==> src/pvc_pkg.sv <==
// Purpose: constants for the oscillator tuning and calibration enable block
// Assumes: 8-bit register port, byte offsets as printed
// Notes:   trim code lives at its own offset, reached through the same port
package pvc_pkg;
  localparam logic [7:0] ADDR_TRIM       = 8'h59;
  localparam logic [7:0] ADDR_PLL_RESET  = 8'h5c;
  localparam logic [7:0] ADDR_TUNE_CTRL  = 8'h5d;
  localparam logic [7:0] ADDR_TUNE_STAT  = 8'h5e;
  localparam logic [7:0] ADDR_CAL_EN     = 8'h61;
  localparam logic [7:0] RST_PLL_RESET   = 8'h00;
  localparam logic [7:0] RST_TUNE_CTRL   = 8'h40;
  localparam logic [7:0] RST_CAL_EN      = 8'h01;
  localparam logic [6:0] RST_TRIM        = 7'h00;
  localparam logic [6:0] TRIM_MID        = 7'h40;
  localparam int         BIT_ENABLE      = 0;
  localparam int         STL_LSB         = 4;
  localparam int         STL_MSB         = 6;
  localparam int         TRIM_MSB        = 6;
  localparam int         TRIM_STEPS      = 7;
  // settle base time in ns; wait is base shifted left by the settle field
  localparam int         SETTLE_BASE_NS  = 80;
  localparam int         CLK_PERIOD_NS   = 10;
  localparam int         SETTLE_BASE_CYC = (SETTLE_BASE_NS + CLK_PERIOD_NS - 1) / CLK_PERIOD_NS;
  typedef enum logic [1:0] {
    ST_IDLE   = 2'b00,
    ST_SETTLE = 2'b01,
    ST_DECIDE = 2'b11,
    ST_DONE   = 2'b10
  } pvc_state_type;
endpackage : pvc_pkg

==> src/pvc_settle_timer.sv <==
// Purpose: settle wait counter for the tuning engine
// Assumes: load pulses restart the count
// Notes:   length is base cycles times two to the settle field
module pvc_settle_timer #(
  parameter int BASE_CYC = pvc_pkg::SETTLE_BASE_CYC
) (
  input  wire logic       SYS_CLK_I,
  input  wire logic       RST_I,
  input  wire logic       load_i,
  input  wire logic [2:0] stl_i,
  output logic            expired_o
);
  typedef struct packed {
    logic [15:0] count;
    logic        busy;
  } pvc_timer_type;
  pvc_timer_type st;
  pvc_timer_type next_st;

  always_comb begin
    next_st = st;
    if (load_i) begin
      next_st.count = 16'(BASE_CYC << stl_i);
      next_st.busy  = 1'b1;
    end else if (st.busy) begin
      if (st.count <= 16'h0001) begin
        next_st.busy = 1'b0;
      end
      next_st.count = st.count - 16'h0001;
    end
  end

  always_ff @(posedge SYS_CLK_I or posedge RST_I) begin
    if (RST_I) begin
      st <= '0;
    end else begin
      st <= next_st;
    end
  end

  assign expired_o = st.busy && (st.count <= 16'h0001);
endmodule : pvc_settle_timer

==> src/pvc_top.sv <==
// Behaviour
// - tuning starts when tuning reset falls
// - engine centres trim code by comparison
// - settle field sets wait, larger longer
// - complete reads one when done or skipped
// - calibration enable runs or holds calibration
// - clearing enable resets digital and link dividers
//
// Purpose: oscillator tuning engine and converter calibration enable
// Assumes: register port is synchronous, one access per cycle
// Notes:   VCO_FAST_I says the oscillator is above target for the current trim
module pvc_top (
  input  wire logic       SYS_CLK_I,
  input  wire logic       RST_I,
  input  wire logic       REG_WR_I,
  input  wire logic       REG_RD_I,
  input  wire logic [7:0] REG_ADDR_I,
  input  wire logic [7:0] REG_WDATA_I,
  output logic      [7:0] REG_RDATA_O,
  input  wire logic       VCO_FAST_I,
  output logic      [6:0] OSC_TRIM_O,
  output logic            PLL_RESET_O,
  output logic            CAL_RUN_O,
  output logic            CAL_RESET_O,
  output logic            DIV_RESET_O
);
  typedef struct packed {
    logic                  pll_reset;
    logic [7:0]            tune_ctrl;
    logic                  cal_en;
    logic [6:0]            trim;
    logic [6:0]            probe;
    logic [2:0]            step;
    logic                  complete;
    pvc_pkg::pvc_state_type state;
    logic                  load;
    logic [7:0]            rdata;
  } pvc_regs_type;
  pvc_regs_type st;
  pvc_regs_type next_st;
  logic         expired;
  logic         tune_en;
  logic         wr_reset, wr_ctrl, wr_cal, wr_trim;

  assign tune_en  = st.tune_ctrl[pvc_pkg::BIT_ENABLE];
  assign wr_reset = REG_WR_I && (REG_ADDR_I == pvc_pkg::ADDR_PLL_RESET);
  assign wr_ctrl  = REG_WR_I && (REG_ADDR_I == pvc_pkg::ADDR_TUNE_CTRL);
  assign wr_cal   = REG_WR_I && (REG_ADDR_I == pvc_pkg::ADDR_CAL_EN);
  assign wr_trim  = REG_WR_I && (REG_ADDR_I == pvc_pkg::ADDR_TRIM);

  pvc_settle_timer #(
    .BASE_CYC (pvc_pkg::SETTLE_BASE_CYC)
  ) u_timer (
    .SYS_CLK_I (SYS_CLK_I),
    .RST_I     (RST_I),
    .load_i    (st.load),
    .stl_i     (st.tune_ctrl[pvc_pkg::STL_MSB:pvc_pkg::STL_LSB]),
    .expired_o (expired)
  );

  always_comb begin
    next_st      = st;
    next_st.load = 1'b0;
    // tune control stores the full byte, the others only their used bits; zero in reserved bits is left to software
    if (wr_ctrl) begin
      next_st.tune_ctrl = REG_WDATA_I;
    end
    if (wr_cal) begin
      next_st.cal_en = REG_WDATA_I[pvc_pkg::BIT_ENABLE];
    end
    // trim writes ignored mid-sequence to protect the search
    if (wr_trim && st.state != pvc_pkg::ST_SETTLE && st.state != pvc_pkg::ST_DECIDE) begin
      next_st.trim = REG_WDATA_I[pvc_pkg::TRIM_MSB:0];
    end
    if (wr_reset) begin
      next_st.pll_reset = REG_WDATA_I[pvc_pkg::BIT_ENABLE];
    end
    case (st.state)
      pvc_pkg::ST_IDLE: begin
        // falling edge of tuning reset starts or skips the sequence
        if (st.pll_reset && wr_reset && !REG_WDATA_I[pvc_pkg::BIT_ENABLE]) begin
          if (tune_en) begin
            next_st.state    = pvc_pkg::ST_SETTLE;
            next_st.complete = 1'b0;
            next_st.probe    = pvc_pkg::TRIM_MID;
            next_st.trim     = pvc_pkg::TRIM_MID;
            next_st.step     = 3'(pvc_pkg::TRIM_STEPS - 1);
            next_st.load     = 1'b1;
          end else begin
            next_st.state    = pvc_pkg::ST_DONE;
            next_st.complete = 1'b1;
          end
        end else if (wr_reset && REG_WDATA_I[pvc_pkg::BIT_ENABLE]) begin
          next_st.complete = 1'b0;
        end
      end
      pvc_pkg::ST_SETTLE: begin
        // load lands a cycle late; a stale count must not cut a fresh wait
        if (expired && !st.load) begin
          next_st.state = pvc_pkg::ST_DECIDE;
        end
      end
      pvc_pkg::ST_DECIDE: begin
        // binary search, one bit per settle period, msb first
        if (VCO_FAST_I) begin
          next_st.probe[st.step] = 1'b0;
        end
        if (st.step == 3'h0) begin
          next_st.trim     = VCO_FAST_I ? {st.probe[6:1], 1'b0} : st.probe;
          next_st.state    = pvc_pkg::ST_DONE;
          next_st.complete = 1'b1;
        end else begin
          next_st.probe[st.step - 3'h1] = 1'b1;
          next_st.trim                  = next_st.probe;
          next_st.step                  = st.step - 3'h1;
          next_st.load                  = 1'b1;
          next_st.state                 = pvc_pkg::ST_SETTLE;
        end
      end
      pvc_pkg::ST_DONE: begin
        // raising tuning reset again arms a new sequence
        if (wr_reset && REG_WDATA_I[pvc_pkg::BIT_ENABLE]) begin
          next_st.state    = pvc_pkg::ST_IDLE;
          next_st.complete = 1'b0;
        end
      end
      default: begin
        next_st.state = pvc_pkg::ST_IDLE;
      end
    endcase
    // tuning reset held high aborts any run
    if (st.pll_reset && st.state != pvc_pkg::ST_IDLE) begin
      next_st.state = pvc_pkg::ST_IDLE;
    end
    next_st.rdata = 8'h00;
    if (REG_RD_I) begin
      if (REG_ADDR_I == pvc_pkg::ADDR_PLL_RESET) begin
        next_st.rdata = {7'h00, st.pll_reset};
      end else if (REG_ADDR_I == pvc_pkg::ADDR_TUNE_CTRL) begin
        next_st.rdata = st.tune_ctrl;
      end else if (REG_ADDR_I == pvc_pkg::ADDR_TUNE_STAT) begin
        next_st.rdata = {7'h00, st.complete};
      end else if (REG_ADDR_I == pvc_pkg::ADDR_CAL_EN) begin
        next_st.rdata = {7'h00, st.cal_en};
      end else if (REG_ADDR_I == pvc_pkg::ADDR_TRIM) begin
        next_st.rdata = {1'b0, st.trim};
      end
    end
  end

  always_ff @(posedge SYS_CLK_I or posedge RST_I) begin
    if (RST_I) begin
      st.pll_reset <= pvc_pkg::RST_PLL_RESET[0];
      st.tune_ctrl <= pvc_pkg::RST_TUNE_CTRL;
      st.cal_en    <= pvc_pkg::RST_CAL_EN[0];
      st.trim      <= pvc_pkg::RST_TRIM;
      st.probe     <= pvc_pkg::RST_TRIM;
      st.step      <= 3'h0;
      st.complete  <= 1'b0;
      st.state     <= pvc_pkg::ST_IDLE;
      st.load      <= 1'b0;
      st.rdata     <= 8'h00;
    end else begin
      st <= next_st;
    end
  end

  assign REG_RDATA_O = st.rdata;
  assign OSC_TRIM_O  = st.trim;
  assign PLL_RESET_O = st.pll_reset;
  // link enable ordering against these is software's duty
  assign CAL_RUN_O   = st.cal_en;
  assign CAL_RESET_O = !st.cal_en;
  assign DIV_RESET_O = !st.cal_en;

  // a tuning reset abort cancels the timing checks of the run it kills
  a_start_on_release: assert property (@(posedge SYS_CLK_I) disable iff (RST_I)
    (st.state == pvc_pkg::ST_IDLE && st.pll_reset && wr_reset
      && !REG_WDATA_I[pvc_pkg::BIT_ENABLE] && tune_en)
      |=> (st.state == pvc_pkg::ST_SETTLE && !st.complete))
    else $error("tuning did not start on reset release");
  a_mid_start: assert property (@(posedge SYS_CLK_I) disable iff (RST_I)
    (st.state == pvc_pkg::ST_IDLE && st.pll_reset && wr_reset
      && !REG_WDATA_I[pvc_pkg::BIT_ENABLE] && tune_en) |=> (OSC_TRIM_O == pvc_pkg::TRIM_MID))
    else $error("search did not start from mid trim");
  a_skip_done: assert property (@(posedge SYS_CLK_I) disable iff (RST_I)
    (st.state == pvc_pkg::ST_IDLE && st.pll_reset && wr_reset
      && !REG_WDATA_I[pvc_pkg::BIT_ENABLE] && !tune_en) |=> st.complete)
    else $error("skipped tuning not reported complete");
  a_busy_low: assert property (@(posedge SYS_CLK_I) disable iff (RST_I)
    (st.state == pvc_pkg::ST_SETTLE || st.state == pvc_pkg::ST_DECIDE) |-> !st.complete)
    else $error("complete high while tuning");
  a_done_flag: assert property (@(posedge SYS_CLK_I) disable iff (RST_I)
    (st.state == pvc_pkg::ST_DONE) |-> st.complete)
    else $error("complete low after tuning finished");
  a_settle_wait: assert property (@(posedge SYS_CLK_I) disable iff (RST_I || st.pll_reset)
    $rose(st.state == pvc_pkg::ST_SETTLE) |=> (st.state == pvc_pkg::ST_SETTLE)[*8])
    else $error("settle wait too short");
  a_settle_end: assert property (@(posedge SYS_CLK_I) disable iff (RST_I || st.pll_reset)
    ($rose(st.state == pvc_pkg::ST_SETTLE)
      && st.tune_ctrl[pvc_pkg::STL_MSB:pvc_pkg::STL_LSB] == 3'h0)
      |=> (st.state == pvc_pkg::ST_SETTLE)[*8] ##1 (st.state == pvc_pkg::ST_DECIDE))
    else $error("settle wait wrong at field zero");
  a_abort_run: assert property (@(posedge SYS_CLK_I) disable iff (RST_I)
    (st.pll_reset && (st.state == pvc_pkg::ST_SETTLE || st.state == pvc_pkg::ST_DECIDE))
      |=> (st.state == pvc_pkg::ST_IDLE))
    else $error("tuning reset did not abort the run");
  a_div_reset: assert property (@(posedge SYS_CLK_I) disable iff (RST_I)
    (wr_cal && !REG_WDATA_I[pvc_pkg::BIT_ENABLE]) |=> (DIV_RESET_O && CAL_RESET_O && !CAL_RUN_O))
    else $error("dividers not reset on enable clear");
  a_trim_hold: assert property (@(posedge SYS_CLK_I) disable iff (RST_I)
    (st.state == pvc_pkg::ST_SETTLE && !st.pll_reset) |=> $stable(st.trim))
    else $error("trim moved during settle");
endmodule : pvc_top

==> config.mk <==
export PLATFORM = sky130hd
export DESIGN_NAME = pvc_top
export DESIGN_NICKNAME = d
export VERILOG_FILES = /design/src/pvc_pkg.sv /design/src/pvc_settle_timer.sv /design/src/pvc_top.sv
export SDC_FILE = /design/constraint.sdc
export NUM_CORES = 1
export LEC_CHECK = 0
export ABC_AREA = 1
export BUFFER_PORTS_ARGS = -buffer_cell sky130_fd_sc_hd__buf_2
export CAP_MARGIN = 20
export CORE_MARGIN = 5
export CORE_UTILIZATION = 47
export CTS_CLUSTER_DIAMETER = 50
export DETAILED_ROUTE_END_ITERATION = 10
export HOLD_SLACK_MARGIN = 0.05
export PLACE_DENSITY = 0.7
export SYNTH_ARGS = -nofsm -noshare
export SYNTH_HDL_FRONTEND = slang
export SYNTH_SLANG_ARGS = --single-unit
==> constraint.sdc <==
create_clock -name SYS_CLK_I -period 2.5 [get_ports SYS_CLK_I]
set_clock_uncertainty 0.1 [all_clocks]
set_input_delay 0.25 -clock SYS_CLK_I [delete_from_list [all_inputs] [get_ports SYS_CLK_I]]
set_output_delay 0.25 -clock SYS_CLK_I [all_outputs]
set_load 0.05 [all_outputs]
Word-level counts from Yosys, hierarchy flattened
Cells that the tools add are included.
{"block": "word_totals", "ff_bits": 56, "input_bits": 21, "word_cells": 105}
{"block": "op_classes", "addsub": 2, "order_cmp": 5, "eq_ne": 19, "shifts": 1, "muxes": 36, "bitwise": 3, "n_reduce_logical": 27}
{"operator": "two-way mux 17 bit", "n": 4}
{"operator": "two-way mux 7 bit", "n": 7}
{"operator": "equality test 8 x 7 -> 1 bit (second input constant)", "n": 5}
{"operator": "one-hot mux 17 bit (2 select lines)", "n": 1}
{"operator": "two-way mux 8 bit", "n": 3}
{"operator": "less-or-equal comparator 16 x 1 -> 1 bit (second input constant)", "n": 1}
{"operator": "<< shifter 4 x 3 -> 16 bit (first input constant)", "n": 1}
{"operator": "subtractor 16 x 1 -> 16 bit (second input constant)", "n": 1}
{"operator": "logical AND 1 bit", "n": 14}
{"operator": "inequality test 2 bit (second input constant)", "n": 6}
{"operator": "inequality test 3 bit (second input constant)", "n": 4}
{"operator": "two-way mux 10 bit", "n": 1}
{"operator": "two-way mux 1 bit", "n": 9}
{"operator": "two-way mux 3 bit", "n": 3}
{"operator": "less-than comparator 3 x 4 -> 1 bit (second input constant)", "n": 2}
{"operator": "one-hot mux 2 bit (4 select lines)", "n": 1}
{"operator": "AND reduction 4 bit", "n": 2}
{"operator": "bitwise AND 7 bit", "n": 1}
{"operator": "inverter 7 bit", "n": 1}
{"operator": "OR 7 bit", "n": 1}
{"operator": "demux 1 bit (select 3 bit)", "n": 2}
{"operator": "greater-or-equal comparator 3 x 1 -> 1 bit (second input constant)", "n": 2}
{"operator": "two-way mux 2 bit", "n": 3}
{"operator": "AND reduction 3 bit", "n": 2}
{"operator": "other kinds (11)", "n": 16}

Depth between registers and ports, before layout
{"block": "logic_depth", "depth_word": 11, "mapped_depth": 10, "depth_no_buf": 10}

Cells and area by module
From an unflattened synthesis, not the netlist that was laid out.
{"block": "hier_totals", "hier_cells": 479, "hier_area_um2": 3534.6}
{"module": "pvc_top", "n_inst": 1, "cells_each": 325, "area_per_inst_um2": 2457.4, "seq_area_each_um2": 978.4}
{"module": "pvc_settle_timer", "n_inst": 1, "cells_each": 154, "area_per_inst_um2": 1077.3, "seq_area_each_um2": 425.4}

Worst setup path after synthesis
Ideal clock, no wire load.
{"block": "synth_path", "path_kind": "register to register", "startpoint": "register st[10] (netlist bit)", "endpoint": "register st[18] (netlist bit)", "arrival_ns": 1.508, "required_ns": 2.282, "path_slack_ns": 0.774, "stages_incl_launch_ff": 10, "n_path_buf": 0, "synth_period_minus_slack_ns": 1.726, "cell_sequence": "dfrtp_1 -> inv_1 -> ha_1 -> nand2_1 -> inv_2 -> nand4_4 -> o21ai_4 -> inv_6 -> nand2_2 -> o21ai_2"}
{"block": "synth_via", "elab_chain_cells": 3}
{"item": "start: declaration", "line": "pvc_top.sv:39", "rtl": "pvc_regs_type st;"}
{"item": "start signal: assignment", "line": "pvc_top.sv:164", "rtl": "st <= next_st;"}
{"item": "equality test 2 bit / zero test 2 bit (equally long branches)", "line": "pvc_top.sv:78", "rtl": "case (st.state)"}
{"item": "nonzero test 2 bit (no source line) / inequality test 2 bit (equally long branches)"}
{"item": "AND reduction 3 bit (no source line)"}
Several ways; a longest one is shown, not always the timed one.
A chain may end at the register's enable or synchronous reset.

Final worst setup path
{"block": "layout_path", "startpoint": "register st[9] (netlist bit)", "endpoint": "register st[13] (netlist bit)"}
{"block": "layout_via", "elab_chain_cells": 3}
{"item": "equality test 2 bit / zero test 2 bit (equally long branches)", "line": "pvc_top.sv:78"}
{"item": "inequality test 2 bit (no source line) / nonzero test 2 bit (equally long branches)"}
{"item": "AND reduction 4 bit (no source line)"}
Several ways; a longest one is shown, not always the timed one.

==> impl_metrics.tcl <==
set metrics [dict create \
    ys_seq_elements 56 \
    cts_tree "yes" \
    io_pins 40 \
    mostFrequentLayoutCells "107 x nand2_1, 57 x inv_1, 54 x dfrtp_1" \
    h-tree-depth 2 \
    root_buffer "clkbuf_8" \
    drtPass1Iterations 5 \
    gp_congestion 0.8939 \
    routedWlPerCell_microns 14.09 \
    rows 31 \
    synth_nets 493 \
    n_fill_cell 747 \
    place_hpwl_microns 6499 \
    hold_class "in2reg" \
    yosysSeqAreaShare_pct 39.60 \
    antenna_found_initial 0 \
    cts.clk_slew.worst_paths_ns 0.11 \
    fin_crit_sh_pct 76.33 \
    setup-violations-final 0 \
    syn-mean-instance-area_sq_um 7.639 \
    die_w_microns 96.85 \
    fmax_mhz 524.0 \
    ys_async_sr_fraction_pct 100.0 \
    hold_ws_ns 0.07870 \
    cap_viol_max_count 0 \
    p_per_area_nw_per_um2 777.5 \
    stdcell_area_sq_um 3865 \
    synth_area_sq_um 3545 \
    worst-path-max-fanout 6 \
    tns_ns 0 \
    arrival_ns 2.06 \
    cts_buffers 5 \
    hold_viol_final 0 \
    power_leakage_nw 1.920 \
    vias_per_cell 5.262 \
    num-nets-final 525 \
    synthToLayoutAreaGrowth_pct 9.036 \
    slew_headroom_pct 60.69 \
    start_util_pct 48.61 \
    die-area_sq_um 9379 \
    syn_inst 464 \
    grt_first_pass_wirelength_microns 14500 \
    synth.largest_area_cell "dfrtp_1" \
    start_kind "register" \
    grt_overflow 0 \
    synth_cell_types 40 \
    drc_errors 0 \
    grt_pass1_vias 2964 \
    worstSetupPathType "reg2reg" \
    drt_iter0_markers 163 \
    report.final.slew_viol_count 0 \
    dpl_cell_area_sq_um 3741 \
    portBuffers 39 \
    cp.required_ns 2.66 \
    cts_sinks 56 \
    crit_chain "inv_1 > ha_1 > inv_2 > nor2_1 > inv_1 > nand3_1 > a21oi_4 > nand2_1 > o21ai_1" \
    post_cts_buffers 0 \
    drive_gt1_share_pct 19.52 \
    synth.top_cell.area_share_pct 38.12 \
    vias 3136 \
    cpMaxStageDelayCell "dfrtp_1" \
    antenna_cells 0 \
    grt_max_degree 32 \
    hold_depth 3 \
    worst_pin_slew_ns 0.5889 \
    peakVddDrop_v 0.0003233 \
    critPathMaxStageDelay_ns 0.43 \
    cpMostUsedCell "inv_1" \
    final_common_cell "nand2_1" \
    cts_max_path_buffers 2 \
    wl_microns 8400 \
    synth-edff-count 0 \
    coreArea_sq_um 7292 \
    fin_crit_ns 1.908 \
    ys.flop_type "dfrtp_1" \
    yosys_warnings 0 \
    insertion_delay_ns 0.32 \
    rsz0062_at_grt "no" \
    status "complete, no violations" \
    r2r_slack_ns 0.59 \
    synth.top_cells.by_area "dfrtp_1 38%, nand2_1 11%, nand3_1 6.2%, inv_1 6.1%, o21ai_0 4.8%" \
    worstSetupEndpointType "register" \
    postRouteAntennaNets 0 \
    r2r_cells 9 \
    grt.total_usage_pct 18.42 \
    die_h_microns 96.85 \
]
-- power breakdown --
| part | switching [mW] | internal [mW] |
|---|---|---|
| clock | 0.333 | 0.205 |
| combinational | 0.860 | 0.382 |
| sequential | 0.149 | 1.08 |
-- layer usage --
layer | track usage, % | part of all wire [%] | vias to the layer above
met5 | 0 | 0 | -
met4 | 5.076 | 1.0 | 0
met3 | 3.669 | 6.4 | 7
met2 | 28.18 | 45 | 99
met1 | 26.44 | 47 | 1464
li1 | - | - | 1566
-- stage by stage --
stage | util, % | cells | setup WS [ns] | power, mW
2_1_floorplan | - | 464 | 0.7738 | 2.184
3_3_place_gp | 51.30 | 585 | 0.6701 | 2.428
3_5_place_dp | 51.30 | 585 | 0.6211 | 2.467
4_1_cts | 53.00 | 596 | 0.5956 | 3.008
5_1_grt | 53.00 | 596 | 0.4155 | 3.255
6_report | 53.00 | 596 | 0.5918 | 3.005
-- cell type report --
| type | count | area (sq um) | share of cell area, % |
|---|---|---|---|
| clock buffer | 5 | 68.82 | 1.781 |
| clock inverter | 3 | 25.02 | 0.6475 |
| inverter | 65 | 249.0 | 6.442 |
| multi-input combinational | 324 | 1742 | 45.06 |
| sequential | 56 | 1404 | 36.32 |
| tap | 99 | 123.9 | 3.205 |
| timing repair buffer | 44 | 252.7 | 6.539 |
-- worst max-delay path: cells and delay by family (launching register included) --
kind / cells / cell delay [ns]
AOI/OAI and AO/OA: 2 / 0.29
DFF: 1 / 0.43
buffers and inverters: 3 / 0.41
adders and majority gates: 1 / 0.34
and+or+nand+nor: 3 / 0.27
-- repair_timing --
action                    4_1_cts  5_1_grt
hold endpoints to repair       26        0
hold buffers                    3        0
gates resized for setup         0        0
-- cell usage after synthesis (all sizes together) (2+ instances only) --
master	instances
nand2	117
inv	64
o21ai	56
dfrtp	54
nand3	49
nor2	46
buf	19
a21oi	16
ha	8
nand4	8
nor3	6
o211ai	5
o221ai	3
dfstp	2
o22ai	2
-- state kept, by name, summed over array words and instances, names as in the netlist --
signal and cells:
PLL_RESET_O 1, REG_RDATA_O 8, OSC_TRIM_O 7, u_timer.st 17, st 22, CAL_RUN_O 1
-- worst paths after layout --
| path | startpoint | to |
|---|---|---|
| max in group asynchronous | RST_I | CAL_RUN_O$_DFFE_PP1P_ |
| worst max-delay path | st[9]$_DFFE_PP0P_ | st[13]$_DFFE_PP0P_ |
| worst min-delay path | REG_WDATA_I[2] | st[32]$_DFFE_PP0P_ |
| worst min register to register | st[37]$_DFFE_PP0P_ | st[37]$_DFFE_PP0P_ |
| min in group asynchronous | RST_I | st[31]$_DFFE_PP0P_ |
| worst max register to register | st[9]$_DFFE_PP0P_ | st[13]$_DFFE_PP0P_ |
-- cell families (layout without fill, tap and decap cells) --
kind of cell	after synthesis	in the layout	share of synthesized area, %
buffers and inverters	84	117	11.26
and+or+nand+nor	227	227	30.74
xor gates and xnor gates	2	2	0.4943
AOI/OAI and AO/OA	87	87	15.07
adders and majority gates	8	8	2.824
DFF	56	56	39.60
No activity file was read; power rests on OpenSTA's default activity.
